==> src/eu_arch_consts.vh <==
// constants for the execution-unit special architectural registers
// assumes inclusion by bare name from the design file
`ifndef EU_ARCH_CONSTS_VH
`define EU_ARCH_CONSTS_VH
// register type encodings, regnum[7:4]
`define TYPE_NOTIFY 4'h9
`define TYPE_IP 4'ha
`define TYPE_TDEP 4'hb
`define TYPE_TIME 4'hc
// notification subregister numbers
`define SUB_NOTIFY_A 5'h00
`define SUB_NOTIFY_HOST 5'h04
`define SUB_NOTIFY_B 5'h08
// instruction pointer subregister number
`define SUB_IP 5'h00
// timestamp subregister numbers
`define SUB_TIME_LOW 5'h00
`define SUB_TIME_HIGH 5'h04
`define SUB_TIME_FLAG 5'h08
// field positions
`define CNT_MSB 15
`define DEP_VALID_BIT 15
`define DEP_ID_MSB 8
`define TDEP_SUB_STEP 2
`define DEP_WORD_W 16
`define IP_LOW_BITS 3
// reset values
`define ZERO32 32'h00000000
`define ZERO16 16'h0000
`define ZERO64 64'h0000000000000000
`define ONE64 64'h0000000000000001
`define ONE16 16'h0001
`define ZERO9 9'h000
`endif

==> src/eu_arch_special_registers.v <==
// special architectural register file of one execution-unit thread
// assumes a synchronous pipeline, dispatcher and broadcast network on clk_sys
//
// Notes on behaviour
// - three 32-bit notify registers, type 1001b
// - notify writes only during context restore
// - wait decrements nonzero notify count
// - wait on zero stalls until matching notification
// - notify cleared by reset, kept on dispatch
// - counts a and b: 16 bits, upper zero
// - host notify: one bit, set by host
// - 32-bit read-write instruction pointer, type 1010b
// - pointer reads current instruction, low bits zero
// - pointer write jumps, low three bits dropped
// - eight 16-bit dependency words, type 1011b
// - word: valid top, zeros, 9-bit thread id
// - dispatch loads words; end-of-thread clears valid
// - enabled write clears valid, keeps id
// - free-running 64-bit timestamp, two 32-bit halves
// - disruption event sets flag
// - whole timestamp read samples all together
// - save stores all; restore forces flag one
// - flag cleared on thread load and reads
`timescale 1ns/1ps
`default_nettype none
`include "eu_arch_consts.vh"
module eu_arch_special_registers #(
  parameter NUM_DEP = 8,
  parameter TID_W = 9
) (
  input wire clk_sys,
  input wire rst_n,
  input wire [3:0] rd_type,
  input wire [4:0] rd_sub,
  input wire rd_en,
  input wire rd_whole_time,
  output reg [31:0] rd_data_ff,
  output reg [63:0] rd_time_ff,
  output reg rd_flag_ff,
  input wire [3:0] wr_type,
  input wire [4:0] wr_sub,
  input wire wr_en,
  input wire [31:0] wr_data,
  input wire ctx_restore,
  input wire ctx_save,
  output reg [95:0] save_time_ff,
  input wire wait_en,
  input wire [4:0] wait_sub,
  input wire [2:0] notify_in,
  output reg wait_stall_ff,
  input wire [31:0] cur_ip,
  output reg ip_jump_ff,
  output reg [31:0] ip_target_ff,
  input wire dispatch,
  input wire [31:0] dispatch_ip,
  input wire [NUM_DEP-1:0] dispatch_valid,
  input wire [NUM_DEP*TID_W-1:0] dispatch_ids,
  input wire eot_valid,
  input wire [TID_W-1:0] eot_id,
  input wire sendc_req,
  output reg sendc_hold_ff,
  input wire time_disrupt
);

  // ==============================================================
  // notification registers
  reg [15:0] notify_a_ff;
  reg notify_host_ff;
  reg [15:0] notify_b_ff;
  reg [15:0] nxt_notify_a;
  reg nxt_notify_host;
  reg [15:0] nxt_notify_b;
  wire wr_notify;
  wire wait_a;
  wire wait_h;
  wire wait_b;

  // direct writes only land while a restore runs
  assign wr_notify = wr_en && ctx_restore && (wr_type == `TYPE_NOTIFY);
  // wait targets, decoded per subregister
  assign wait_a = wait_en && (wait_sub == `SUB_NOTIFY_A);
  assign wait_h = wait_en && (wait_sub == `SUB_NOTIFY_HOST);
  assign wait_b = wait_en && (wait_sub == `SUB_NOTIFY_B);

  // count update: restore write, wait decrement, incoming notification
  always @* begin
    nxt_notify_a = notify_a_ff;
    nxt_notify_host = notify_host_ff;
    nxt_notify_b = notify_b_ff;
    if (wait_a && notify_a_ff != `ZERO16) begin
      nxt_notify_a = notify_a_ff - `ONE16;
    end
    if (wait_h && notify_host_ff) begin
      nxt_notify_host = 1'b0;
    end
    if (wait_b && notify_b_ff != `ZERO16) begin
      nxt_notify_b = notify_b_ff - `ONE16;
    end
    // a same-cycle consume and notification both apply to counts; the host bit ends set
    if (notify_in[0] && !(wait_a && notify_a_ff == `ZERO16)) begin
      nxt_notify_a = nxt_notify_a + `ONE16;
    end
    if (notify_in[1] && !(wait_h && !notify_host_ff)) begin
      nxt_notify_host = 1'b1;
    end
    if (notify_in[2] && !(wait_b && notify_b_ff == `ZERO16)) begin
      nxt_notify_b = nxt_notify_b + `ONE16;
    end
    if (wr_notify) begin
      case (wr_sub)
        `SUB_NOTIFY_A: nxt_notify_a = wr_data[`CNT_MSB:0];
        `SUB_NOTIFY_HOST: nxt_notify_host = wr_data[0];
        `SUB_NOTIFY_B: nxt_notify_b = wr_data[`CNT_MSB:0];
        default: nxt_notify_a = nxt_notify_a;
      endcase
    end
  end

  // notify state: cleared by reset, not by dispatch
  always @(posedge clk_sys or negedge rst_n) begin
    if (!rst_n) begin
      notify_a_ff <= `ZERO16;
      notify_host_ff <= 1'b0;
      notify_b_ff <= `ZERO16;
    end else begin
      notify_a_ff <= nxt_notify_a;
      notify_host_ff <= nxt_notify_host;
      notify_b_ff <= nxt_notify_b;
    end
  end

  // stall when wait hits an empty register and no matching notification
  reg nxt_wait_stall;
  always @* begin
    nxt_wait_stall = 1'b0;
    if (wait_a && notify_a_ff == `ZERO16 && !notify_in[0]) begin
      nxt_wait_stall = 1'b1;
    end
    if (wait_h && !notify_host_ff && !notify_in[1]) begin
      nxt_wait_stall = 1'b1;
    end
    if (wait_b && notify_b_ff == `ZERO16 && !notify_in[2]) begin
      nxt_wait_stall = 1'b1;
    end
  end

  // registered stall pulse, one cycle per wait
  always @(posedge clk_sys or negedge rst_n) begin
    if (!rst_n) begin
      wait_stall_ff <= 1'b0;
    end else begin
      wait_stall_ff <= nxt_wait_stall;
    end
  end

  // ==============================================================
  // instruction pointer
  wire wr_ip;
  reg nxt_ip_jump;
  reg [31:0] nxt_ip_target;
  assign wr_ip = wr_en && (wr_type == `TYPE_IP) && (wr_sub == `SUB_IP);

  // jump request with low bits dropped; dispatch also loads a start ip
  always @* begin
    nxt_ip_jump = wr_ip || dispatch;
    nxt_ip_target = ip_target_ff;
    if (wr_ip) begin
      nxt_ip_target = {wr_data[31:`IP_LOW_BITS], 3'h0};
    end else if (dispatch) begin
      nxt_ip_target = {dispatch_ip[31:`IP_LOW_BITS], 3'h0};
    end
  end

  // jump pulse and target registers
  always @(posedge clk_sys or negedge rst_n) begin
    if (!rst_n) begin
      ip_jump_ff <= 1'b0;
      ip_target_ff <= `ZERO32;
    end else begin
      ip_jump_ff <= nxt_ip_jump;
      ip_target_ff <= nxt_ip_target;
    end
  end

  // ==============================================================
  // thread dependency words
  wire [NUM_DEP-1:0] dep_valid;
  wire [NUM_DEP*`DEP_WORD_W-1:0] dep_words;
  genvar gi;
  generate
    for (gi = 0; gi < NUM_DEP; gi = gi + 1) begin : g_dep
      reg valid_ff;
      reg [TID_W-1:0] id_ff;
      reg nxt_valid;
      reg [TID_W-1:0] nxt_id;
      wire wr_hit;
      wire eot_hit;
      assign wr_hit = wr_en && (wr_type == `TYPE_TDEP) &&
                      (wr_sub == gi * `TDEP_SUB_STEP);
      assign eot_hit = eot_valid && (eot_id == id_ff);
      // valid and id load only at dispatch; retire or write clears valid
      always @* begin
        nxt_valid = valid_ff;
        nxt_id = id_ff;
        if (dispatch) begin
          nxt_valid = dispatch_valid[gi];
          nxt_id = dispatch_ids[gi*TID_W +: TID_W];
        end else if (wr_hit) begin
          nxt_valid = 1'b0;
        end else if (eot_hit) begin
          nxt_valid = 1'b0;
        end
      end
      // per-word state, one owner per flip-flop
      always @(posedge clk_sys or negedge rst_n) begin
        if (!rst_n) begin
          valid_ff <= 1'b0;
          id_ff <= {TID_W{1'b0}};
        end else begin
          valid_ff <= nxt_valid;
          id_ff <= nxt_id;
        end
      end
      // read view: valid on top, reserved zeros, id at the bottom
      assign dep_valid[gi] = valid_ff;
      assign dep_words[gi*`DEP_WORD_W +: `DEP_WORD_W] =
        {valid_ff, {(`DEP_VALID_BIT-TID_W){1'b0}}, id_ff};
    end
  endgenerate

  // conditional send held while any dependency is in flight
  always @(posedge clk_sys or negedge rst_n) begin
    if (!rst_n) begin
      sendc_hold_ff <= 1'b0;
    end else begin
      sendc_hold_ff <= sendc_req && (|dep_valid);
    end
  end

  // ==============================================================
  // timestamp
  reg [63:0] time_ff;
  reg flag_ff;
  reg [63:0] nxt_time;
  reg nxt_flag;
  wire time_read;
  wire flag_restore;
  assign time_read = rd_en && (rd_type == `TYPE_TIME);
  assign flag_restore = ctx_restore && wr_en && (wr_type == `TYPE_TIME);

  // free-running count; disruption or restore beats a same-cycle read clear
  always @* begin
    nxt_time = time_ff + `ONE64;
    nxt_flag = flag_ff;
    if (time_disrupt || flag_restore) begin
      nxt_flag = 1'b1;
    end else if (dispatch || time_read) begin
      nxt_flag = 1'b0;
    end
  end

  // count and disruption flag registers
  always @(posedge clk_sys or negedge rst_n) begin
    if (!rst_n) begin
      time_ff <= `ZERO64;
      flag_ff <= 1'b0;
    end else begin
      time_ff <= nxt_time;
      flag_ff <= nxt_flag;
    end
  end

  // context save snapshot of the whole timestamp
  always @(posedge clk_sys or negedge rst_n) begin
    if (!rst_n) begin
      save_time_ff <= {`ZERO64, `ZERO32};
    end else if (ctx_save) begin
      save_time_ff <= {31'h0, flag_ff, time_ff};
    end
  end

  // ==============================================================
  // read port
  reg [31:0] nxt_rd;
  reg [15:0] dep_word;
  integer k;
  always @* begin
    nxt_rd = `ZERO32;
    dep_word = `ZERO16;
    for (k = 0; k < NUM_DEP; k = k + 1) begin
      if (rd_sub == k * `TDEP_SUB_STEP) begin
        dep_word = dep_words[k*`DEP_WORD_W +: `DEP_WORD_W];
      end
    end
    case (rd_type)
      `TYPE_NOTIFY: begin
        case (rd_sub)
          `SUB_NOTIFY_A: nxt_rd = {16'h0000, notify_a_ff};
          `SUB_NOTIFY_HOST: nxt_rd = {31'h0, notify_host_ff};
          `SUB_NOTIFY_B: nxt_rd = {16'h0000, notify_b_ff};
          default: nxt_rd = `ZERO32;
        endcase
      end
      `TYPE_IP: begin
        if (rd_sub == `SUB_IP) begin
          nxt_rd = {cur_ip[31:`IP_LOW_BITS], 3'h0};
        end
      end
      `TYPE_TDEP: nxt_rd = {16'h0000, dep_word};
      `TYPE_TIME: begin
        case (rd_sub)
          `SUB_TIME_LOW: nxt_rd = time_ff[31:0];
          `SUB_TIME_HIGH: nxt_rd = time_ff[63:32];
          `SUB_TIME_FLAG: nxt_rd = {31'h0, flag_ff};
          default: nxt_rd = `ZERO32;
        endcase
      end
      default: nxt_rd = `ZERO32;
    endcase
  end

  // registered read data, held until the next read
  always @(posedge clk_sys or negedge rst_n) begin
    if (!rst_n) begin
      rd_data_ff <= `ZERO32;
    end else if (rd_en) begin
      rd_data_ff <= nxt_rd;
    end
  end

  // whole-time read samples count and flag at the same edge
  always @(posedge clk_sys or negedge rst_n) begin
    if (!rst_n) begin
      rd_time_ff <= `ZERO64;
      rd_flag_ff <= 1'b0;
    end else if (rd_en && rd_whole_time) begin
      rd_time_ff <= time_ff;
      rd_flag_ff <= flag_ff;
    end
  end

endmodule
`default_nettype wire

==> config.mk <==
export PLATFORM = sky130hd
export DESIGN_NAME = eu_arch_special_registers
export DESIGN_NICKNAME = d
export VERILOG_FILES = /design/src/eu_arch_special_registers.v
export VERILOG_INCLUDE_DIRS = /design/src /design/src/src
export SDC_FILE = /design/constraint.sdc
export NUM_CORES = 1
export LEC_CHECK = 0
export ABC_AREA = 1
export BUFFER_PORTS_ARGS = -buffer_cell sky130_fd_sc_hd__buf_2
export CAP_MARGIN = 10
export CORE_MARGIN = 4
export CORE_UTILIZATION = 35
export CTS_CLUSTER_DIAMETER = 100
export DETAILED_ROUTE_END_ITERATION = 10
export PLACE_DENSITY = 0.67
export SLEW_MARGIN = 20
export SYNTH_ARGS = -nofsm -noshare
export SYNTH_HDL_FRONTEND = slang
export SYNTH_SLANG_ARGS = --single-unit
==> constraint.sdc <==
create_clock -name clk_sys -period 3.8 [get_ports clk_sys]
set_input_delay 0.19 -clock clk_sys [delete_from_list [all_inputs] [get_ports clk_sys]]
set_output_delay 0.19 -clock clk_sys [all_outputs]
set_load 0.005 [all_outputs]
==> results of run 1 <==
[logic make-up (layout without fill, tap and decap cells)]
family	count (synthesis)	after routing
XOR/XNOR	125	125
multiplexers	3	3
adder cells (fa/ha/maj)	7	7
other	1	37
buffers and inverters	396	938
flip-flops	372	372
AO/OA/AOI/OAI	457	457
AND/OR/NAND/NOR	1051	1051
[metrics by stage]
stage	total power [mW]	instance area [um^2]	std cells
6_report	10.9	25400	3738
5_1_grt	11.4	25400	3735
4_1_cts	10.9	25400	3735
3_5_place_dp	6.52	22300	3485
3_3_place_gp	6.50	22300	3485
2_1_floorplan	5.77	19700	2445
[layout by cell type (no fill, tap or decap), types with 14 or more instances in the layout]
cell type,instances
a21oi_1,122
conb_1,34
nand3_1,153
nor2_2,16
o2111ai_1,17
buf_2,407
a32oi_1,16
xor2_1,102
nand2_1,518
nand4_1,58
nor2_1,185
buf_4,21
dlygate4sd3_1,173
o22ai_1,74
dfrtp_1,372
a221oi_1,16
nor3_1,56
clkbuf_1,14
xnor2_1,22
o21ai_0,167
o211ai_1,18
inv_1,235
clkbuf_16,44
[sequential cells by signal, indices dropped and copies added, names as in the netlist, 8 cells and up]
register / count
g_dep.id_ff: 72
g_dep.valid_ff: 8
ip_target_ff: 29
notify_a_ff: 16
notify_b_ff: 16
rd_data_ff: 32
rd_time_ff: 64
save_time_ff: 65
time_ff: 64
[routing by layer]
metal,vias up,part of all wire,track usage
li1,9075,-,-
met1,8991,0.40,0.304
met2,874,0.47,0.406
met3,159,0.081,0.0512
met4,2,0.040,0.0915
met5,-,0.00018,0
[final cells by class]
class	instances	area [um^2]	area share
Multi-Input combinational cell	1677	8780	0.345
Clock inverter	9	115	0.00453
Sequential cell	372	9310	0.366
Clock buffer	68	1290	0.0508
Inverter	255	960	0.0378
Antenna cell	3	7.51	0.000295
Timing Repair Buffer	606	4020	0.158
Tap cell	748	936	0.0368
[where the power goes]
part / internal, mW / switching (mW) / total [mW]
Sequential: 4.25 / 0.275 / 4.52
Clock: 2.47 / 1.75 / 4.22
Combinational: 0.779 / 1.33 / 2.11
[worst reg2reg max path, delay by kind of cell (launching register included)]
kind / cells / cell delay [ns]
adders and majority gates: 2 / 0.38
buffers and inverters: 3 / 0.47
xor gates and xnor gates: 1 / 0.14
AOI/OAI and AO/OA: 1 / 0.08
DFF: 1 / 0.44
and+or+nand+nor: 11 / 1.39
[path summary, 6_finish.rpt]
check                                                endpoint  slack, ns  cells after the start
max in group asynchronous       g_dep[7].id_ff[5]$_DFFE_PN0P_       2.50                      3
worst min-delay path               rd_data_ff[16]$_DFFE_PN0P_       0.03                      3
worst max-delay path                notify_a_ff[10]$_DFF_PN0_       0.76                     18
worst min register to register          time_ff[12]$_DFF_PN0_       0.47                      1
worst max register to register      notify_a_ff[10]$_DFF_PN0_       0.76                     18
min in group asynchronous        save_time_ff[21]$_DFFE_PN0P_       0.27                      2
==> impl_metrics.ini, run 1 <==
[setup_path]
crit_arrival_ns = 3.47
cpMostUsedCell = nand2_1
crit_buf_inv = 3
crit-reg2reg-launch = notify_a_ff[0]$_DFF_PN0_
slowest_delay_ns = 0.44
start_kind = flop
cp_cell_sequence = inv_1 > ha_1 > nand2_1 > nor2_1 > nand2_1 > nand2_2 > inv_2 > nand2_1 > nand2_1 > inv_1 > ha_1 > nand3_1 > nor2_1 > nand2_1 > nor2_4 > nand2_1 > xnor2_1 > a21oi_1
crit_type = flop to flop
worstSetupStartpoint = notify_a_ff[0]$_DFF_PN0_
slowest_stage = dfrtp_1
cp_max_fo = 20
critPathRequiredTime_ns = 4.23
cp_top_family = simple AND/OR/NAND/NOR gates
worstSetupEndpointType = flop

[power]
power.density_nw_per_um2 = 427
p_leak_nw = 12.1
max-vdd-ir-drop_mv = 0.306

[logic_synthesis]
synth_xor_area_frac = 0.0564
synth-compound-area-share = 0.137
yosysUniqueCellTypes = 54
synth_edf_count = 0
yosys.area_share.simple = 0.241
synth_seq_cells = 372
yosysWarnings = 0
synth_area_leaders = dfrtp_1 (48%), nand2_1 (10%), xor2_1 (4.6%)
synthesis.instances = 2412
yosysTopAreaCell = dfrtp_1
synth_top_flop_cell = dfrtp_1
yosysMostFrequentCell = nand2_1
async_flop_share = 1.00
synthMuxAreaShare = 0.00173
synth_top_family_by_area = simple AND/OR/NAND/NOR gates
syn_area_um2 = 19600
synth.top_cell.area_share = 0.476
yosys-top-cells-count = nand2_1 (519), dfrtp_1 (372), inv_1 (236), nor2_1 (186), o21ai_0 (167)
synthAdderAreaFrac = 0.00448
syn-mean-instance-area_um2 = 8.11
yosysSeqAreaShare = 0.476

[timing]
worst_pin_slew_ns = 1.05
timing.final.ws_setup_ns = 0.763
fmax_mhz = 329
finalMaxSlewViolations = 0
setup-tns-final_ns = 0
finalSetupViolCount = 0
rsz0062_at_grt = false
finalCriticalPeriod_ns = 3.04
skew_ns = 0.0185
fin_crit_sh = 0.799
hold_viol_final = 0
relSlewSlack = 0.300
whs_ns = 0.0277

[clock_network]
post-cts-setup-buffer-count = 0
hold_buffers = 173
clockBufferDepth = 3
cts.clk_slew.worst_paths_ns = 0.06
cts_tree = yes
clock_latency_ns = 0.58
clock_sink_count = 372
clockRootBuffer = clkbuf_16
cts_buffers = 44
ctsResizeCount = 0
htree_levels = 2

[die]
ios = 451
initial_core_util = 0.354
die_h_um = 244
core_area_um2 = 55200
fp.dieW_um = 244
die-area_um2 = 59700
fp-row-count = 86

[drt]
first_iter_violations = 1608
ant_nets = 0
num_vias = 19100
route.detailed.drc = 0
wl_per_cell_um = 19.8
via_per_inst = 5.11
first_pass_iters = 7
wirelength_um = 74200

[global_route]
antenna_found_initial = 5
grt_max_degree = 113
grt_pass1_wl_um = 112000
grt_overflow = 0
grt_pass1_vias = 18900
gr-usage-all-layers = 0.241

[job]
cap_violations = 0

[finish]
fin_nets = 3186
layout-drive-gt1-share = 0.193
final_util = 0.460
fillCellCount = 5391
area_delta_synth_final_pct = 30.0

[place]
gp_congestion = 0.903
port_buffers = 410
pre_cts_slack_ns = 0.822
hpwl_um = 54000

[min_path]
hold_path.class = input port to flop
hold_start = cur_ip[16]

[status]
outcome = completed
No activity file was read; power rests on OpenSTA's default activity.
==> run 2, diff against run 1 <==
Settings changed: PLACE_DENSITY 0.67 to 0.69.
Clock period 3.8 ns to 2.7 ns, I/O delays scaled along.
==> impl_metrics.ini, run 2 (synthesis gave the netlist of run 1 again) <==
[min_path]
hold_start = wr_sub[0]
hold_path.class = input port to flop
min_to = g_dep[7].valid_ff$_DFFE_PN0P_
holdPathStages = 5

[drt]
wl_per_cell_um = 19.7
via_per_inst = 5.16
wl_met1_um = 30500
dr_wl_met3_um = 5350
wl_met2_um = 36200
first_iter_violations = 1593
route.detailed.drc = 0
ant_nets = 0
routed.top_layer = met4
num_vias = 19600
first_pass_iters = 6
wirelength_um = 74800

[status]
outcome = completed

[die]
ios = 451
die-area_um2 = 59700
core_area_um2 = 55200
initial_core_util = 0.354
fp.dieW_um = 244
die_h_um = 244
fp-row-count = 86

[setup_path]
crit_arrival_ns = 2.89
reg2reg_to = notify_b_ff[14]$_DFF_PN0_
critPathRequiredTime_ns = 3.13
start_kind = flop
cp_max_fo = 10
crit-reg2reg-launch = notify_b_ff[3]$_DFF_PN0_
slowest_stage = dfrtp_1
r2r.worst_path.cells = 14
worstSetupEndpointType = flop
rrSetupSlack_ns = 0.24
crit_type = flop to flop
cp_cell_sequence = nor2_4 > nand2_2 > nor2_4 > nand2_4 > nand2_8 > xor2_2 > ha_1 > nand3_1 > nor2_4 > nand4_4 > nor3_4 > nand4_1 > nand2_1 > a21oi_1
cpMostUsedCell = nor2_4
slowest_delay_ns = 0.43

[power]
internal_power_mw = 10.8
p_leak_nw = 12.5
combPwrFrac = 0.203
power_frac_clock = 0.395
power.density_nw_per_um2 = 604
p_seq_frac = 0.402
max-vdd-ir-drop_mv = 0.437
p_switching_mw = 4.88
sw_frac_of_total = 0.310

[global_route]
antenna_found_initial = 2
grt_pass1_wl_um = 114000
gr-usage-all-layers = 0.243
grt_overflow = 0
grt_pass1_vias = 19600
grt_max_degree = 165

[clock_network]
post-cts-setup-buffer-count = 0
cts_buffers = 44
htree_levels = 2
clock_latency_ns = 0.58
cts.clk_slew.worst_paths_ns = 0.07
clockBufferDepth = 3
clock_sink_count = 372
cts_tree = yes
clockRootBuffer = clkbuf_16

[timing]
finalSetupViolCount = 0
setup-tns-final_ns = 0
finalCriticalPeriod_ns = 2.46
finalMaxSlewViolations = 0
skew_ns = 0.0186
rsz0062_at_grt = false
fin_crit_sh = 0.910
fmax_mhz = 407
hold_viol_final = 0
relSlewSlack = 0.281
worst_pin_slew_ns = 1.08

[finish]
fin_nets = 3239
layout-drive-gt1-share = 0.208
largest-register = g_dep.id_ff
area_delta_synth_final_pct = 33.1
layout_commonest_cell = nand2_1
final_util = 0.472
finalNonFillerCells = 3796
final_cell_mix = nand2_1 (517), buf_2 (407), dfrtp_1 (372)
top_regs = g_dep.id_ff x72, save_time_ff x65
largest_register_ffs = 72

[place]
port_buffers = 410
hpwl_um = 54700
gp_congestion = 0.954
placedCellCount = 3526

[job]
cap_violations = 0
==> run 2: what timing repair did <==
| item | 4_1_cts | 5_1_grt |
|---|---|---|
| setup endpoints to repair | 0 | 2 |
| resized for setup | 0 | 7 |
| hold buffers | 185 | 0 |
| endpoints found under the hold margin | 242 | 0 |
==> run 2: per-layer routing <==
metal	vias up	GRT usage
met5	-	0
met4	0	0.0903
met3	169	0.0458
met2	847	0.417
met1	9398	0.305
li1	9188	-
==> run 2: cell type report <==
type | count | area (um^2)
Fill cell | 5280 | 29200
Timing Repair Buffer | 659 | 4510
Antenna cell | 4 | 10.0
Tap cell | 748 | 936
Multi-Input combinational cell | 1677 | 8810
Clock buffer | 60 | 1250
Inverter | 255 | 960
Sequential cell | 372 | 9310
Clock inverter | 21 | 254
==> run 2: power groups by stage <==
| stage | Sequential [mW] | Clock, mW | Combinational (mW) |
|---|---|---|---|
| floorplan | 6.35 | 0 | 1.77 |
| global placement | 6.40 | 0 | 2.85 |
| detailed placement | 6.41 | 0 | 2.87 |
| CTS | 6.31 | 6.34 | 3.11 |
| global route | 6.37 | 6.55 | 3.52 |
| finish | 6.32 | 6.21 | 3.19 |
==> run 2: worst max-delay path by stage <==
stage                                          from                         to  slack (ns)  depth (start not counted)
after floorplan            notify_b_ff[0]$_DFF_PN0_  notify_b_ff[14]$_DFF_PN0_        0.26                         17
after global placement    notify_b_ff[10]$_DFF_PN0_  notify_b_ff[14]$_DFF_PN0_        0.25                         15
after detailed placement   notify_b_ff[7]$_DFF_PN0_  notify_b_ff[14]$_DFF_PN0_        0.22                         15
after CTS                  notify_b_ff[7]$_DFF_PN0_  notify_b_ff[14]$_DFF_PN0_        0.20                         15
after global routing       notify_b_ff[1]$_DFF_PN0_  notify_b_ff[10]$_DFF_PN0_       0.004                         16
final                      notify_b_ff[3]$_DFF_PN0_  notify_b_ff[14]$_DFF_PN0_        0.24                         14
==> run 2: worst max-delay path: cells and delay by family, from the launching register on <==
kind	cells	cell delay [ns]
and+or+nand+nor	11	1.45
DFF	1	0.43
adders and majority gates	1	0.19
xor gates and xnor gates	1	0.18
AOI/OAI and AO/OA	1	0.06
==> run 2: stage by stage <==
stage	area (um^2)	hold WS (ns)	power, mW	setup slack [ns]
floorplan	19700	-0.161	8.12	0.256
global route	26000	0.0548	16.4	0.00401
detailed placement	22600	0.196	9.27	0.220
finish	26000	0.0358	15.7	0.242
global placement	22600	0.206	9.26	0.247
CTS	26000	0.00902	15.8	0.203
==> run 3, diff against run 2 <==
Settings changed: ABC_AREA 1 to 0.
==> impl_metrics.ini, run 3 <==
[status]
outcome = finished, violations left
violations = negative setup slack

[finish]
fin_nets = 2663
largest_register_ffs = 72
multiInputGateArea_um2 = 9280
final_cell_mix = buf_2 (407), dfrtp_1 (371), mux2_2 (199)
regArea_um2 = 9310
layout-drive-gt1-share = 0.381
area_delta_synth_final_pct = 39.0
fillCellCount = 4710
top_regs = g_dep.id_ff x72, save_time_ff x65
layout_commonest_cell = buf_2
largest-register = g_dep.id_ff

[power]
max-vdd-ir-drop_mv = 0.492
fin_total_pwr_mw = 16.0
power.density_nw_per_um2 = 610
p_leak_nw = 12.4

[logic_synthesis]
syn_area_um2 = 18900
yosysMostFrequentCell = dfrtp_1
synth_seq_cells = 372
yosysSeqAreaShare = 0.492
synth.top_cell.area_share = 0.492
syn-mean-instance-area_um2 = 11.0
synthesis.instances = 1720
yosys-top-cells-count = dfrtp_1 (372), mux2_2 (201), nand2_1 (127), nor2_1 (113), xor2_1 (104)
yosysTopAreaCell = dfrtp_1
synth_top_flop_cell = dfrtp_1
yosysWarnings = 0
synth_area_leaders = dfrtp_1 (49%), mux2_2 (12%), xor2_1 (4.8%)
yosysUniqueCellTypes = 83
synth_edf_count = 0
async_flop_share = 1.00

[setup_path]
rrSetupSlack_ns = -0.03
worstSetupStartpoint = notify_b_ff[11]$_DFF_PN0_
reg2reg_to = notify_b_ff[15]$_DFF_PN0_
critPathRequiredTime_ns = 3.14
start_kind = flop
r2r.worst_path.cells = 8
crit_end = notify_b_ff[15]$_DFF_PN0_
crit-reg2reg-launch = notify_b_ff[11]$_DFF_PN0_
cp_max_fo = 4
worstSetupEndpointType = flop
crit_arrival_ns = 3.17
crit_type = flop to flop

[timing]
relSlewSlack = 0.288
finalSetupViolCount = 3
finalMaxSlewViolations = 0
setup-tns-final_ns = -0.0339
fmax_mhz = 367
hold_viol_final = 0
skew_ns = 0.0226
worst_pin_slew_ns = 1.07
fin_crit_sh = 1.01
finalCriticalPeriod_ns = 2.73
timing.final.ws_setup_ns = -0.0256
rsz0062_at_grt = true

[global_route]
grt_pass1_wl_um = 105000
grt_pass1_vias = 17500
grt_overflow = 0
gr-usage-all-layers = 0.236
grt_max_degree = 79
antenna_found_initial = 13

[clock_network]
clock_sink_count = 372
clockBufferDepth = 3
cts.clk_slew.worst_paths_ns = 0.06
cts_buffers = 43
clockRootBuffer = clkbuf_16
clock_latency_ns = 0.58
cts_tree = yes
htree_levels = 2

[drt]
via_per_inst = 5.28
first_iter_violations = 1042
first_pass_iters = 7
num_vias = 16700
wirelength_um = 70200
ant_nets = 0
route.detailed.drc = 0
wl_per_cell_um = 22.2

[die]
ios = 451
die-area_um2 = 57800
fp.dieW_um = 240
die_h_um = 240
initial_core_util = 0.357
core_area_um2 = 53000
fp-row-count = 84

[place]
port_buffers = 410
hpwl_um = 50400
gp_congestion = 0.917

[min_path]
hold_path.class = input port to flop

[job]
cap_violations = 0
run 3: cell count changes in the layout (fill, tap and decap cells not counted), sizes merged, moves of 58 or more:
| cell | delta |
|---|---|
| nand2 | -406 |
| inv | -234 |
| mux2 | +198 |
| buf | +115 |
| nand3 | -113 |
| o21ai | -111 |
| nor2 | -100 |
| xnor2 | +64 |
| a22oi | +58 |
run 3: worst min path at each step:
stage               startpoint                            end  depth (start not counted)
global route         wr_sub[2]  g_dep[7].valid_ff$_DFFE_PN0P_                          4
detailed placement       rst_n     rd_data_ff[30]$_DFFE_PN0P_                          1
finish               wr_sub[2]  g_dep[6].valid_ff$_DFFE_PN0P_                          4
floorplan                rst_n            flag_ff$_DFFE_PN0P_                          0
CTS                  wr_sub[3]  g_dep[7].valid_ff$_DFFE_PN0P_                          4
global placement         rst_n     rd_data_ff[22]$_DFFE_PN0P_                          1
run 3: area by class of cell:
class,instances,area share
Antenna cell,10,0.000952
Multi-Input combinational cell,1232,0.353
Tap cell,688,0.0328
Clock inverter,19,0.00790
Timing Repair Buffer,768,0.202
Clock buffer,56,0.0467
Sequential cell,372,0.354
Inverter,16,0.00229
run 3: cells by family (layout without fill, tap and decap cells):
kind of cell | count (synthesis) | count (layout) | share of synthesized area
compound gates | 312 | 312 | 0.112
xor+xnor | 190 | 190 | 0.0880
fa+ha+maj | 7 | 7 | 0.00463
buf+inv | 149 | 859 | 0.0404
flops | 372 | 372 | 0.492
mux | 241 | 241 | 0.142
other cells | 1 | 44 | 0.000198
simple gates | 448 | 448 | 0.120
run 3: what timing repair did:
action / in CTS / in global routing
hold buffers: 179 / 0
setup buffers: 3 / 11
resized for setup: 13 / 55
endpoints found under the setup margin: 12 / 22
endpoints found under the hold margin: 241 / 0
pin swaps: 8 / 17
run 3: power by group:
group / total, mW / internal (mW) / switching, mW
clock: 5.94 / 3.51 / 2.44
combinational: 3.82 / 1.83 / 1.98
sequential: 6.27 / 5.92 / 0.359
run 3: metrics by stage:
stage / cells / worst slack (ns) / cell area, um^2 / utilization / hold WS [ns]
finish: 3161 / -0.0256 / 26300 / 0.496 / 0.0392
global route: 3159 / -0.144 / 26300 / 0.496 / 0.0439
CTS: 3140 / -0.0424 / 25900 / 0.490 / 0.00399
detailed placement: 2883 / -0.0958 / 22600 / 0.427 / 0.193
global placement: 2883 / -0.104 / 22600 / 0.427 / 0.191
floorplan: 1753 / -0.0308 / 19100 / - / -0.161
run 3: critical path: stages (launching register included):
cell and delay [ns]:
dfrtp_1 0.38, or4_4 0.58, or4_4 0.44, o2111a_2 0.32, mux2i_4 0.23, a2111oi_4 0.28, nand3_1 0.15, xnor2_1 0.15
o21ai_1 0.07
run 3: per-layer routing:
metal  up-vias  track usage  wire (um)
met4        10       0.0887       2780
met1      8318        0.292      28400
met5         -            0         62
li1       7556            -          -
met2       654        0.411      34700
met3       157       0.0435       4270
